### config.mk
export PLATFORM = sky130hd
export DESIGN_NAME = cdsw_bank
export DESIGN_NICKNAME = d
export VERILOG_FILES = /design/src/rtl/cdsw_pkg.sv /design/src/rtl/cdsw_port_tracker.sv /design/src/rtl/cdsw_word_mem.sv /design/src/rtl/cdsw_bank.sv
export VERILOG_INCLUDE_DIRS = /design/src /design/src/rtl
export SDC_FILE = /design/constraint.sdc
export NUM_CORES = 1
export LEC_CHECK = 0
export ABC_CLOCK_PERIOD_IN_PS = 3250
export BUFFER_PORTS_ARGS = -buffer_cell sky130_fd_sc_hd__buf_2
export CELL_PAD_IN_SITES_DETAIL_PLACEMENT = 0
export CELL_PAD_IN_SITES_GLOBAL_PLACEMENT = 2
export CORE_MARGIN = 8
export CORE_UTILIZATION = 37
export DETAILED_ROUTE_END_ITERATION = 10
export GPL_TIMING_DRIVEN = 0
export PLACE_DENSITY_LB_ADDON = 0.08
export SLEW_MARGIN = 40
export SYNTH_ARGS = -nofsm -noshare
export SYNTH_HDL_FRONTEND = slang
export SYNTH_HIERARCHICAL = 1
export SYNTH_SLANG_ARGS = --single-unit
### constraint.sdc
create_clock -name I_CLK -period 3.25 [get_ports I_CLK]
set_input_delay 0.4875 -clock I_CLK [delete_from_list [all_inputs] [get_ports I_CLK]]
set_output_delay 0.4875 -clock I_CLK [all_outputs]
set_load 0.005 [all_outputs]
### src/rtl/cdsw_params.svh
// Purpose: constants of the diagnostic status word bank
// Assumes: 16-bit words, word index 1 to 20
// Notes: definitions only
`ifndef CDSW_PARAMS_SVH
`define CDSW_PARAMS_SVH
`define CDSW_W_PORT_ERR 5'h01
`define CDSW_W_P1_OK 5'h02
`define CDSW_W_P2_OK 5'h03
`define CDSW_W_P1_ABORT 5'h04
`define CDSW_W_P2_ABORT 5'h05
`define CDSW_W_P1_HDR_RETRY 5'h06
`define CDSW_W_P2_HDR_RETRY 5'h07
`define CDSW_W_P1_BLK_RETRY 5'h08
`define CDSW_W_P2_BLK_RETRY 5'h09
`define CDSW_W_P1_CFG 5'h0a
`define CDSW_W_P2_CFG 5'h0b
`define CDSW_W_VERSION 5'h0c
`define CDSW_W_REQ_ERR 5'h0d
`define CDSW_W_REQ_PTR 5'h0e
`define CDSW_W_LAST 5'h14
`define CDSW_TARGET_DIAG 8'h09
`define CDSW_PE_OK 8'h00
`define CDSW_PE_TIMEOUT 8'h01
`define CDSW_PE_EXT_FIRST 8'h02
`define CDSW_PE_EXT_LAST 8'h0b
`define CDSW_PE_BLK_ABORT 8'h0c
`define CDSW_PE_HDR_ABORT 8'h0d
`define CDSW_PE_POLL_ABORT 8'h0e
`define CDSW_PE_BLK_BAD 8'h14
`define CDSW_PE_NO_EOT 8'h15
`define CDSW_PE_NO_ACKNAK 8'h16
`define CDSW_PE_MENQ_FAIL 8'h17
`define CDSW_PE_PENQ_NAK 8'h18
`define CDSW_PE_PENQ_FAIL 8'h19
`define CDSW_PE_CTS 8'h1a
`define CDSW_PE_CPU_XFER 8'h1d
`define CDSW_PE_HDR_LINE 8'h1e
`define CDSW_PE_BLK_LINE 8'h1f
`define CDSW_PE_PANEL 8'h30
`define CDSW_RE_SLAVE1 16'h0005
`define CDSW_RE_SLAVE2 16'h0006
`define CDSW_RE_PROT_ADDR 16'h0009
`define CDSW_RE_PROT_TYPE 16'h000a
`define CDSW_RE_MENQ 16'h000b
`define CDSW_RE_PENQ 16'h000c
`define CDSW_RE_PANEL 16'h0030
`define CDSW_RETRY_LIMIT 2'h3
`define CDSW_ENQ_LIMIT 6'h20
`define CDSW_VERSION 16'h0001
`endif

### src/rtl/cdsw_pkg.sv
// Purpose: types of the diagnostic status word bank
// Assumes: two serial ports
// Notes: no constants here, see params header
package cdsw_pkg;
  typedef enum logic [3:0] {
    CDSW_EV_NONE, CDSW_EV_OK, CDSW_EV_TIMEOUT, CDSW_EV_EXT, CDSW_EV_BLK_RETRY, CDSW_EV_HDR_RETRY,
    CDSW_EV_POLL_RETRY, CDSW_EV_BLK_BAD, CDSW_EV_NO_EOT, CDSW_EV_NO_ACKNAK, CDSW_EV_MENQ_TRY,
    CDSW_EV_PENQ_NAK, CDSW_EV_PENQ_TRY, CDSW_EV_CTS, CDSW_EV_CPU_XFER, CDSW_EV_HDR_LINE
  } cdsw_ev_e;
  typedef struct packed {
    cdsw_ev_e ev;
    logic [7:0] ext_code;
    logic blk_line;
    logic panel_busy;
  } cdsw_port_ev_s;
  typedef struct packed {
    logic [7:0] code;
    logic done;
    logic ok;
    logic abort;
    logic hdr_retry;
    logic blk_retry;
    logic enq_abort;
    logic menq;
  } cdsw_outcome_s;
  typedef struct packed {
    logic [1:0] blk_try;
    logic [1:0] hdr_try;
    logic [1:0] poll_try;
    logic [5:0] menq_try;
    logic [5:0] penq_nak;
    logic [5:0] penq_try;
  } cdsw_tracker_s;
endpackage : cdsw_pkg

### src/rtl/cdsw_port_tracker.sv
// Purpose: per-port conversation outcome and retry tracking
// Assumes: one event per cycle from the protocol engine
// Notes: retry and enquiry attempts counted until their limit
`include "cdsw_params.svh"
module cdsw_port_tracker (
  input wire logic I_CLK, // Clock
  input wire logic I_RESET, // Sync reset
  input wire cdsw_pkg::cdsw_port_ev_s i_ev, // Port event
  output cdsw_pkg::cdsw_outcome_s o_out // Decoded outcome, combinational
);
  cdsw_pkg::cdsw_tracker_s st;
  cdsw_pkg::cdsw_tracker_s next_st;
  // Attempt counters and outcome decode
  always_comb
  begin
    next_st = st;
    o_out = '0;
    case (i_ev.ev)
      cdsw_pkg::CDSW_EV_NONE:
      begin
        next_st = st;
      end
      cdsw_pkg::CDSW_EV_OK:
      begin
        o_out.done = 1'b1;
        o_out.ok = 1'b1;
        o_out.code = `CDSW_PE_OK; // [RL9]
        next_st = '0;
      end
      cdsw_pkg::CDSW_EV_BLK_RETRY:
      begin
        o_out.blk_retry = 1'b1; // [RL5]
        next_st.blk_try = st.blk_try + 2'h1;
        if (st.blk_try == `CDSW_RETRY_LIMIT - 2'h1)
        begin
          o_out.done = 1'b1;
          o_out.abort = 1'b1;
          o_out.code = `CDSW_PE_BLK_ABORT; // [RL11]
          next_st = '0;
        end
      end
      cdsw_pkg::CDSW_EV_HDR_RETRY:
      begin
        o_out.hdr_retry = 1'b1; // [RL4]
        next_st.hdr_try = st.hdr_try + 2'h1;
        if (st.hdr_try == `CDSW_RETRY_LIMIT - 2'h1)
        begin
          o_out.done = 1'b1;
          o_out.abort = 1'b1;
          o_out.code = `CDSW_PE_HDR_ABORT; // [RL11]
          next_st = '0;
        end
      end
      cdsw_pkg::CDSW_EV_POLL_RETRY:
      begin
        next_st.poll_try = st.poll_try + 2'h1;
        if (st.poll_try == `CDSW_RETRY_LIMIT - 2'h1)
        begin
          o_out.done = 1'b1;
          o_out.abort = 1'b1;
          o_out.code = `CDSW_PE_POLL_ABORT; // [RL11]
          next_st = '0;
        end
      end
      cdsw_pkg::CDSW_EV_MENQ_TRY:
      begin
        next_st.menq_try = st.menq_try + 6'h01;
        if (st.menq_try == `CDSW_ENQ_LIMIT - 6'h01)
        begin
          o_out.done = 1'b1;
          o_out.abort = 1'b1;
          o_out.enq_abort = 1'b1;
          o_out.menq = 1'b1;
          o_out.code = `CDSW_PE_MENQ_FAIL; // [RL14]
          next_st = '0;
        end
      end
      cdsw_pkg::CDSW_EV_PENQ_NAK:
      begin
        next_st.penq_nak = st.penq_nak + 6'h01;
        if (st.penq_nak == `CDSW_ENQ_LIMIT - 6'h01)
        begin
          o_out.done = 1'b1;
          o_out.abort = 1'b1;
          o_out.enq_abort = 1'b1;
          o_out.code = `CDSW_PE_PENQ_NAK; // [RL14]
          next_st = '0;
        end
      end
      cdsw_pkg::CDSW_EV_PENQ_TRY:
      begin
        next_st.penq_try = st.penq_try + 6'h01;
        if (st.penq_try == `CDSW_ENQ_LIMIT - 6'h01)
        begin
          o_out.done = 1'b1;
          o_out.abort = 1'b1;
          o_out.enq_abort = 1'b1;
          o_out.code = `CDSW_PE_PENQ_FAIL; // [RL14]
          next_st = '0;
        end
      end
      default:
      begin
        // Immediately terminal failures
        o_out.done = 1'b1;
        o_out.abort = 1'b1;
        next_st = '0;
        case (i_ev.ev)
          cdsw_pkg::CDSW_EV_TIMEOUT: o_out.code = `CDSW_PE_TIMEOUT; // [RL9]
          cdsw_pkg::CDSW_EV_EXT: o_out.code = i_ev.ext_code; // [RL10]
          cdsw_pkg::CDSW_EV_BLK_BAD: o_out.code = i_ev.blk_line ? `CDSW_PE_BLK_LINE : `CDSW_PE_BLK_BAD; // [RL12] [RL16]
          cdsw_pkg::CDSW_EV_NO_EOT: o_out.code = `CDSW_PE_NO_EOT; // [RL13]
          cdsw_pkg::CDSW_EV_NO_ACKNAK: o_out.code = `CDSW_PE_NO_ACKNAK; // [RL13]
          cdsw_pkg::CDSW_EV_CTS: o_out.code = `CDSW_PE_CTS; // [RL15]
          cdsw_pkg::CDSW_EV_CPU_XFER: o_out.code = `CDSW_PE_CPU_XFER; // [RL16]
          cdsw_pkg::CDSW_EV_HDR_LINE: o_out.code = `CDSW_PE_HDR_LINE; // [RL16]
          default: o_out.code = `CDSW_PE_TIMEOUT;
        endcase
      end
    endcase
  end
  // State register
  always_ff @(posedge I_CLK)
  begin
    if (I_RESET)
      st <= '0;
    else
      st <= next_st;
  end
  chk_enq_limit: assert property (@(posedge I_CLK) disable iff (I_RESET)
    (i_ev.ev == cdsw_pkg::CDSW_EV_MENQ_TRY && st.menq_try == 6'h1f) |-> o_out.code == 8'h17) // [RL14]
    else $error("master enquiry abort code wrong");
endmodule : cdsw_port_tracker

### src/rtl/cdsw_word_mem.sv
// Purpose: storage for diagnostic words 15 to 20
// Assumes: single write port, registered read
// Notes: contents are left to the engine
module cdsw_word_mem #(
  parameter int DEPTH = 6 // Words held
) (
  input wire logic I_CLK, // Clock
  input wire logic I_RESET, // Sync reset, clears all
  input wire logic i_clear, // Clear all words
  input wire logic i_we, // Write strobe
  input wire logic [2:0] i_waddr, // Write index
  input wire logic [15:0] i_wdata, // Write data
  input wire logic [2:0] i_raddr, // Read index
  output logic [15:0] o_rdata // Registered read data
);
  typedef struct packed {
    logic [DEPTH-1:0][15:0] mem;
    logic [15:0] rd;
  } cdsw_mem_s;
  cdsw_mem_s st;
  cdsw_mem_s next_st;
  // Refuse depths the three-bit index cannot serve
  if (DEPTH < 1 || DEPTH > 8)
  begin : g_depth_check
    $error("cdsw_word_mem depth out of range");
  end
  // Write, clear and read
  always_comb
  begin
    next_st = st;
    if (i_we && 32'(i_waddr) < DEPTH)
      next_st.mem[i_waddr] = i_wdata;
    if (i_clear)
      next_st.mem = '0;
    next_st.rd = (32'(i_raddr) < DEPTH) ? st.mem[i_raddr] : 16'h0000;
  end
  always_ff @(posedge I_CLK)
  begin
    if (I_RESET)
      st <= '0;
    else
      st <= next_st;
  end
  assign o_rdata = st.rd;
endmodule : cdsw_word_mem

### src/rtl/cdsw_bank.sv
// Purpose: diagnostic status word bank of a two-port serial module
// Assumes: engine reports one event per port per cycle, CPU requests are pulses
// Notes: read port returns one word a cycle after the read strobe
`include "cdsw_params.svh"
// Operation
// RL1 - Word 1 holds one error byte per serial port
// RL2 - Words 2 and 3 count successful conversations per port
// RL3 - Words 4 and 5 count aborted conversations per port
// RL4 - Words 6 and 7 count header retries per port
// RL5 - Words 8 and 9 count data block retries per port
// RL6 - Word 12 returns firmware version
// RL7 - Word 13 holds last failed request error code
// RL8 - Word 14 holds reference register of last failed request
// RL9 - Error byte 0 on success, 1 on link timeout
// RL10 - Codes 2 to 11 report external access faults
// RL11 - Abort after three retries: code 12 block, 13 header, 14 poll
// RL12 - Code 20 for bad block framing characters, block line errors give code 31
// RL13 - Code 21 missing EOT, 22 missing ACK or NAK
// RL14 - Enquiry abort after 32 attempts with codes 23, 24, 25
// RL15 - Code 26 when CTS stays inactive too long
// RL16 - Code 29 CPU transfer fault, 30 header and 31 block line errors
// RL17 - Code 48 when request hits port held by operator panel
// RL18 - Request error 5 or 6 when starting on a slave port
// RL19 - Memory protect request error 9 address/length, 10 memory type
// RL20 - Request enquiry abort after 32 attempts yields request error
// RL21 - External read with target type 9 reaches these words
// RL22 - Clear zeroes words 1 to 9 and 13 to 20
// RL23 - Counters step by one per event and otherwise hold
// RL24 - Error byte overwritten by latest conversation outcome
module cdsw_bank #(
  parameter logic [15:0] VERSION = `CDSW_VERSION // Firmware version, arbitrary value
) (
  input wire logic I_CLK, // Clock
  input wire logic I_RESET, // Sync reset
  input wire cdsw_pkg::cdsw_port_ev_s I_PORT1_EV, // First port engine event
  input wire cdsw_pkg::cdsw_port_ev_s I_PORT2_EV, // Second port engine event
  input wire logic I_PORT1_IS_REQ, // First port conversation is CPU request
  input wire logic I_PORT2_IS_REQ, // Second port conversation is CPU request
  input wire logic [15:0] I_PORT1_CFG, // First port configuration image
  input wire logic [15:0] I_PORT2_CFG, // Second port configuration image
  input wire logic I_PORT1_SLAVE, // First port configured slave
  input wire logic I_PORT2_SLAVE, // Second port configured slave
  input wire logic I_REQ_START, // CPU request to start conversation
  input wire logic I_REQ_PORT, // Port of start request, 1 means second
  input wire logic I_PROT_ERR_ADDR, // Protect request bad address or length
  input wire logic I_PROT_ERR_TYPE, // Protect request bad memory type
  input wire logic [15:0] I_REQ_REF, // Reference register of current request
  input wire logic I_CLEAR, // CPU clear command
  input wire logic I_EXT_WE, // Engine write to words 15 to 20
  input wire logic [4:0] I_EXT_WADDR, // Word index for engine write
  input wire logic [15:0] I_EXT_WDATA, // Engine write data
  input wire logic I_RD, // Read strobe
  input wire logic [7:0] I_RD_TYPE, // Target memory type of read
  input wire logic [4:0] I_RD_ADDR, // Word index 1 to 20
  output logic [15:0] O_RD_DATA, // Read data, registered
  output logic O_RD_VALID, // Read data valid pulse
  output logic O_RD_ERR // Bad word index or type pulse
);
  typedef struct packed {
    logic [1:0][7:0] perr;
    logic [1:0][15:0] ok_cnt;
    logic [1:0][15:0] abort_cnt;
    logic [1:0][15:0] hdr_cnt;
    logic [1:0][15:0] blk_cnt;
    logic [15:0] req_err;
    logic [15:0] req_ptr;
    logic [15:0] rd;
    logic rd_valid;
    logic rd_err;
    logic rd_mem;
  } cdsw_bank_s;
  cdsw_bank_s st;
  cdsw_bank_s next_st;
  cdsw_pkg::cdsw_outcome_s out [2];
  cdsw_pkg::cdsw_port_ev_s ev [2];
  logic [1:0] is_req;
  logic [1:0] slave;
  logic [1:0] panel;
  logic [15:0] mem_rdata;
  logic [15:0] req_code;
  logic req_fail;
  logic rd_ok;
  assign ev[0] = I_PORT1_EV;
  assign ev[1] = I_PORT2_EV;
  assign is_req = {I_PORT2_IS_REQ, I_PORT1_IS_REQ};
  assign slave = {I_PORT2_SLAVE, I_PORT1_SLAVE};
  assign panel = {I_PORT2_EV.panel_busy, I_PORT1_EV.panel_busy};
  // Word index in range for a diagnostic read
  function automatic logic word_ok(input logic [7:0] t, input logic [4:0] a);
    word_ok = (t == `CDSW_TARGET_DIAG) && (a >= 5'h01) && (a <= `CDSW_W_LAST);
  endfunction : word_ok
  // Per-port outcome trackers
  generate
    for (genvar p = 0; p < 2; p++)
    begin : g_port
      cdsw_port_tracker u_trk (
        .I_CLK(I_CLK),
        .I_RESET(I_RESET),
        .i_ev(ev[p]),
        .o_out(out[p])
      );
    end
  endgenerate
  // Words 15 to 20
  cdsw_word_mem #(.DEPTH(6)) u_mem (
    .I_CLK(I_CLK),
    .I_RESET(I_RESET),
    .i_clear(I_CLEAR),
    .i_we(I_EXT_WE && I_EXT_WADDR > `CDSW_W_REQ_PTR && I_EXT_WADDR <= `CDSW_W_LAST), // Index wrap guard
    .i_waddr(3'(I_EXT_WADDR - 5'h0f)),
    .i_wdata(I_EXT_WDATA),
    .i_raddr(3'(I_RD_ADDR - 5'h0f)),
    .o_rdata(mem_rdata)
  );
  // Request error decode, highest priority first
  always_comb
  begin
    req_fail = 1'b1;
    req_code = 16'h0000;
    if (I_REQ_START && panel[I_REQ_PORT])
      req_code = `CDSW_RE_PANEL; // [RL17]
    else if (I_REQ_START && slave[I_REQ_PORT])
      req_code = I_REQ_PORT ? `CDSW_RE_SLAVE2 : `CDSW_RE_SLAVE1; // [RL18]
    else if (I_PROT_ERR_ADDR)
      req_code = `CDSW_RE_PROT_ADDR; // [RL19]
    else if (I_PROT_ERR_TYPE)
      req_code = `CDSW_RE_PROT_TYPE; // [RL19]
    else if (out[0].enq_abort && is_req[0])
      req_code = out[0].menq ? `CDSW_RE_MENQ : `CDSW_RE_PENQ; // [RL20]
    else if (out[1].enq_abort && is_req[1])
      req_code = out[1].menq ? `CDSW_RE_MENQ : `CDSW_RE_PENQ; // [RL20]
    else
      req_fail = 1'b0;
  end
  assign rd_ok = word_ok(I_RD_TYPE, I_RD_ADDR);
  // Bank update and read
  always_comb
  begin
    next_st = st;
    for (int p = 0; p < 2; p++)
    begin
      if (I_REQ_START && I_REQ_PORT == p[0] && panel[p])
        next_st.perr[p] = `CDSW_PE_PANEL; // [RL17]
      else if (out[p].done)
        next_st.perr[p] = out[p].code; // [RL1] [RL24]
      if (out[p].ok)
        next_st.ok_cnt[p] = st.ok_cnt[p] + 16'h0001; // [RL2] [RL23]
      if (out[p].abort)
        next_st.abort_cnt[p] = st.abort_cnt[p] + 16'h0001; // [RL3] [RL23]
      if (out[p].hdr_retry)
        next_st.hdr_cnt[p] = st.hdr_cnt[p] + 16'h0001; // [RL4]
      if (out[p].blk_retry)
        next_st.blk_cnt[p] = st.blk_cnt[p] + 16'h0001; // [RL5]
    end
    if (req_fail)
    begin
      next_st.req_err = req_code; // [RL7]
      next_st.req_ptr = I_REQ_REF; // [RL8]
    end
    // Clear spares words 10 to 12
    if (I_CLEAR)
    begin
      next_st.perr = '0; // [RL22]
      next_st.ok_cnt = '0;
      next_st.abort_cnt = '0;
      next_st.hdr_cnt = '0;
      next_st.blk_cnt = '0;
      next_st.req_err = '0;
      next_st.req_ptr = '0;
    end
    next_st.rd_valid = I_RD;
    next_st.rd_err = I_RD && !rd_ok; // [RL21]
    next_st.rd_mem = I_RD && rd_ok && I_RD_ADDR > `CDSW_W_REQ_PTR;
    next_st.rd = 16'h0000;
    if (I_RD && rd_ok)
    begin
      case (I_RD_ADDR)
        `CDSW_W_PORT_ERR: next_st.rd = {st.perr[1], st.perr[0]}; // [RL1]
        `CDSW_W_P1_OK: next_st.rd = st.ok_cnt[0];
        `CDSW_W_P2_OK: next_st.rd = st.ok_cnt[1];
        `CDSW_W_P1_ABORT: next_st.rd = st.abort_cnt[0];
        `CDSW_W_P2_ABORT: next_st.rd = st.abort_cnt[1];
        `CDSW_W_P1_HDR_RETRY: next_st.rd = st.hdr_cnt[0];
        `CDSW_W_P2_HDR_RETRY: next_st.rd = st.hdr_cnt[1];
        `CDSW_W_P1_BLK_RETRY: next_st.rd = st.blk_cnt[0];
        `CDSW_W_P2_BLK_RETRY: next_st.rd = st.blk_cnt[1];
        `CDSW_W_P1_CFG: next_st.rd = I_PORT1_CFG;
        `CDSW_W_P2_CFG: next_st.rd = I_PORT2_CFG;
        `CDSW_W_VERSION: next_st.rd = VERSION; // [RL6]
        `CDSW_W_REQ_ERR: next_st.rd = st.req_err; // [RL7]
        `CDSW_W_REQ_PTR: next_st.rd = st.req_ptr; // [RL8]
        default: next_st.rd = 16'h0000;
      endcase
    end
  end
  always_ff @(posedge I_CLK)
  begin
    if (I_RESET)
      st <= '0;
    else
      st <= next_st;
  end
  // Words 15 to 20 come from the memory register
  assign O_RD_DATA = st.rd_mem ? mem_rdata : st.rd;
  assign O_RD_VALID = st.rd_valid;
  assign O_RD_ERR = st.rd_err;
  chk_success_count: assert property (@(posedge I_CLK) disable iff (I_RESET)
    (I_PORT1_EV.ev == cdsw_pkg::CDSW_EV_OK && !I_CLEAR) |=> st.ok_cnt[0] == $past(st.ok_cnt[0]) + 16'h0001) // [RL2]
    else $error("port one success count did not step");
  chk_success_code: assert property (@(posedge I_CLK) disable iff (I_RESET)
    (I_PORT2_EV.ev == cdsw_pkg::CDSW_EV_OK && !I_CLEAR && !I_REQ_START) |=> st.perr[1] == 8'h00) // [RL9]
    else $error("success did not write code zero");
  chk_timeout_code: assert property (@(posedge I_CLK) disable iff (I_RESET)
    (I_PORT1_EV.ev == cdsw_pkg::CDSW_EV_TIMEOUT && !I_CLEAR && !I_REQ_START) |=> st.perr[0] == 8'h01) // [RL9]
    else $error("timeout did not write code one");
  chk_abort_count: assert property (@(posedge I_CLK) disable iff (I_RESET)
    (I_PORT1_EV.ev == cdsw_pkg::CDSW_EV_CTS && !I_CLEAR && !I_REQ_START)
    |=> st.abort_cnt[0] == $past(st.abort_cnt[0]) + 16'h0001
    && st.perr[0] == 8'h1a) // [RL3]
    else $error("abort not counted");
  chk_slave_start: assert property (@(posedge I_CLK) disable iff (I_RESET)
    (I_REQ_START && !I_REQ_PORT && I_PORT1_SLAVE && !I_PORT1_EV.panel_busy && !I_CLEAR) |=> st.req_err == 16'h0005)
    // [RL18]
    else $error("slave start error missing");
  chk_clear_words: assert property (@(posedge I_CLK) disable iff (I_RESET)
    I_CLEAR |=> st.ok_cnt == '0 && st.req_err == 16'h0000 && st.perr == '0) // [RL22]
    else $error("clear left a word set");
  chk_count_hold: assert property (@(posedge I_CLK) disable iff (I_RESET)
    (I_PORT2_EV.ev == cdsw_pkg::CDSW_EV_NONE && !I_CLEAR) |=> $stable(st.hdr_cnt[1]) && $stable(st.abort_cnt[1]))
    // [RL23]
    else $error("counter moved with no event");
  chk_version_read: assert property (@(posedge I_CLK) disable iff (I_RESET)
    (I_RD && I_RD_TYPE == 8'h09 && I_RD_ADDR == 5'h0c) |=> O_RD_VALID && O_RD_DATA == VERSION) // [RL6]
    else $error("version read wrong");
  chk_bad_type: assert property (@(posedge I_CLK) disable iff (I_RESET)
    (I_RD && I_RD_TYPE != 8'h09) |=> O_RD_ERR) // [RL21]
    else $error("wrong target type not refused");
endmodule : cdsw_bank

Word-level counts from Yosys, hierarchy flattened. Index checks and enable logic that the tools add are counted.

Mux-type cells: 88. Reduce and logical (&&, ||, !) cells: 41. Magnitude comparators: 11. Equality and inequality tests: 67. Add/sub/neg operators: 22. Bitwise logic cells: 5.

Operators by type and width (number): 24-bit case mux with 7 select lines (2); 24-bit two-way mux (12); 16-bit case mux with 14 select lines (1); 9-bit case mux with 8 select lines (2); 16-bit by 1-bit adder with 16-bit output, second input constant (8); 8-bit case mux with 7 select lines (2); 96-bit bitwise mux (1); 6-bit AND reduction (12); 6-bit two-way mux (11); 4-bit == test, second input constant (16); 16-bit binary-select mux with 3-bit select (1); 16-bit demux with 3-bit select (1); 16-bit two-way mux (3); 6-bit by 1-bit adder with 6-bit output, second input constant (6); 6-bit by 5-bit == test with 1-bit output, second input constant (6); 5-bit by 4-bit == test with 1-bit output, second input constant (7); 4-bit by 3-bit == test with 1-bit output, second input constant (8); 1-bit two-way mux (30); 5-bit two-way mux (6); 4-bit two-way mux (7); 2-bit by 1-bit != test with 1-bit output, second input constant (12); 5-bit by 3-bit == test with 1-bit output, second input constant (4); 1-bit logical AND (17); 1-bit case mux with 7 select lines (2); 24 further kinds (57).

Bits in registers: 355. Output and inout bits: 18. Input bits: 123.

Depth between registers and ports, before layout.
Word-level depth: 10. Mapped depth: 12. Mapped depth without buffers: 10.

Hierarchy. Netlist, hierarchy kept.

Modules (own cells, without submodules): cdsw_bank (seq. area each 3683.5 µm², area each 9117.5 µm², cells each 1026, times used 1); cdsw_word_mem (seq. area each 2242.2 µm², area each 4678.2 µm², cells each 542, times used 1); cdsw_port_tracker (seq. area each 480.5 µm², area each 1654.1 µm², cells each 211, times used 2).

Worst setup path before layout. Ideal clock, no wire load.

Path type: input-to-reg. Start point: input port I_PORT2_EV[11] (netlist name). End point: register, netlist name st[146]. Path buffers: 2. Setup time: 128 ps. Setup slack: 420 ps. Stages: 11. Data required time: 3122 ps. Arrival time: 2703 ps. Cells stage by stage: buf_4 nor4b_2 a32oi_1 o211a_2 nand2_1 clkbuf_1 nand4_1 nor3_1 nand3_1 xor2_1 nor2_1.

RTL lines: from (decl) (line cdsw_bank.sv:36) `input wire cdsw_pkg::cdsw_port_ev_s I_PORT2_EV,`.

==> run summary <==
Setup Crit Path Kind = register to register
# diodes = 0
Achievable Freq = 343 MHz
Synth Area in XOR/XNOR = 6.14%
Synth Area in Compound Gates = 14.4%
RSZ-0062 raised after global routing = false
First-pass detailed-route iteration total = 5
PwrDens = 475 nW/um^2
Simple-gate share of the synthesized area = 24.1%
Min Hold Slack = 161 ps
HP Class = primary input to register
Post-Syn Area = 17100 sq um
Layout cells sized above 1 = 15.9%
# DRC = 0
Violation count after the first detailed-routing iteration = 1150
Core region area = 45500 sq um
Max Buffers Root-to-Sink = 3
CP delay by family, top = simple AND/OR/NAND/NOR gates
Placed cell count = 2725
Initial antenna violation count = 1
Worst path bufs/invs = 1
Die Span X = 231 microns
Post-synth EDFFs = 0
Final ANT Viol Nets = 0
Synth cell types = 87
Async set-reset flop share out of synthesis = 0%
Worst Tran Pin Value = 866 ps
Buffers on Ports = 135
Vias in the first global route = 14605
Beginning of the critical path = g_port[0].u_trk/st[6]$_SDFFE_PP0P_
Main synth FF type = dfxtp_1
Largest net degree at the start of global routing = 13
Area Overhead vs Synth = 15.9%
Slew headroom = 41.8%
Crit path time final = 2920 ps
Startpoint types = register
Hold Buf Count CTS = 0
Syn_area_per_cell = 8.59 sq um
Post-DP HPWL = 46.0 mm
Max incr delay on CP = 440 ps
Gpl congestion = 0.940
DR vias/cell = 5.43
Total of max-cap violations = 0
Finished Layout Cells = 2792
Hold path startpoint = I_REQ_REF[8]
Ys Warns = 6
Clock skew = 22.1 ps
Die ar. = 53400 sq um
Leak Pwr = 7.11 nW
Overall routing resource usage = 21.9%
Final Power = 9.41 mW
Initial Util = 37.6%
Final core utilization = 43.6%
First-pass GRT wire length = 90.8 mm
Vert. Die Dim = 231 microns
# rows = 78
Synthesized-area fraction occupied by adder cells = 1.46%
Final Hold Violating Endpoints = 0
Critical path, cell by cell = ha_1 -> nand3_1 -> nor3_1 -> nor3_2 -> nand2_1 -> clkbuf_1 -> nand4_1 -> nor3_1 -> nand3_1 -> xor2_1 -> nor2_1
GR Overflow Total = 0
Routed WL = 59.8 mm
#FFs+latches synth = 344
WP data arrival = 3330 ps
Number of top-level pins = 141
Critical Path RT = 3660 ps
Cts bufs inserted = 41
Crit path capture type = register
Max IR drop VDD = 0.393 mV
Synth Net Count = 2133
Clock sinks = 344
TritonCTS clock tree = built
Peak fanout along the critical path = 6
Part of the cycle the worst path needs = 89.8%
Post-Synthesis Cells = 1990
Max stage delay cell, worst path = nor3_1
Outcome = finished, final reports clean
Clk slew on worst S/H paths = 60 ps
Max-slew violations = 0
Worst-Skew Late Latency = 570 ps
CTS root buf = clkbuf_16
Seq/Total Area, Yosys = 40.3%
Setup-failing EPs final = 0
# H-tree levels = 2
WL/cell = 21.4 microns
Largest family of logic cells by synthesized area = simple AND/OR/NAND/NOR gates
Multiplexer share of the synthesized area = 8.94%
Layout Nets = 2312
Vias = 15166
Launching point of the worst reg2reg path = g_port[0].u_trk/st[6]$_SDFFE_PP0P_
## logic make-up after synthesis
logic type,Yosys count
AOI/OAI and AO/OA,385
xor gates and xnor gates,120
DFF,344
and+or+nand+nor,832
muxes,126
adders and majority gates,20
buffers and inverters,163
## timing repair
action	in CTS	in global routing
setup buffers	0	1
endpoints found under the setup margin	0	11
resized for setup	0	3
## worst min-delay path, cell delays in order
cell and delay, ps:
buf_2 70, mux2i_1 50, nor2_1 70
## cell usage in the layout, fill, tap and decap left out, types with 43 or more instances in the layout
cell type,synthesis,layout
nand2_1,263,263
xnor2_1,44,44
buf_2,37,173
nand3_1,43,43
mux2i_1,74,74
nor2_1,251,251
clkbuf_1,54,68
nand4_1,49,49
a21oi_1,174,174
xor2_1,76,76
dfxtp_1,344,344
## flip-flops by register name, indices dropped and copies added (netlist names)
name	count
O_RD_ERR	1
O_RD_VALID	1
g_port.u_trk/st	48
st	182
u_mem/o_rdata	16
u_mem/st	96
## metrics by stage
stage / area (sq um) / TNS [ps] / setup WS [ps]
after floorplan: 17100 / 0 / 420
after global placement: 18500 / -28120 / -972
after detailed placement: 18600 / -7500 / -428
after CTS: 19800 / 0 / 9.23
after global routing: 19800 / 0 / 70.9
final: 19800 / 0 / 331
## final timing paths
path	to	slack [ps]	cells after the start
setup / recovery	st[130]$_SDFFE_PP0P_	330	11
hold reg to reg	u_mem/st[91]$_SDFFE_PP0P_	450	2
setup reg to reg	st[130]$_SDFFE_PP0P_	330	11
hold / removal	st[27]$_SDFFE_PP0P_	160	3
## layout make-up
cell class	instances	area [sq um]
clock inverter	7	111
multi-input combinational	1483	9460
fill	4730	25700
clock buffer	59	1120
buffer	134	697
sequential	344	6890
tap	600	751
inverter	29	109
timing repair buffer	136	683
## power breakdown
group	internal [mW]	total (mW)	switching [mW]
clock network	2.55	4.38	1.83
logic	0.262	0.747	0.485
registers	4.25	4.29	0.0362
total	7.06	9.41	2.35
## cells in the mapped netlist, drive strengths merged, types with 20 or more instances
library cell	n	share of area, %
a21oi	174	5.1
a22oi	43	2.0
and3	25	0.92
buf	75	2.7
clkbuf	59	1.3
dfxtp	344	40
ha	20	1.5
inv	29	0.64
mux2	34	2.2
mux2i	74	4.3
nand2	265	5.8
nand2b	24	0.92
nand3	43	1.3
nand4	53	2.2
nor2	253	5.6
nor2b	21	0.77
nor3	41	1.2
o21ai	48	1.4
or3	28	1.0
xnor2	44	2.3
xor2	76	3.9
## layer usage
layer	routed length [microns]	GRT usage (%)	up-vias
met5	10	0	-
met4	1460	6.49	2
met3	3530	3.30	80
met2	27000	35.0	442
met1	27800	30.2	7233
li1	-	-	7409
(Power assumes the default switching activity.)
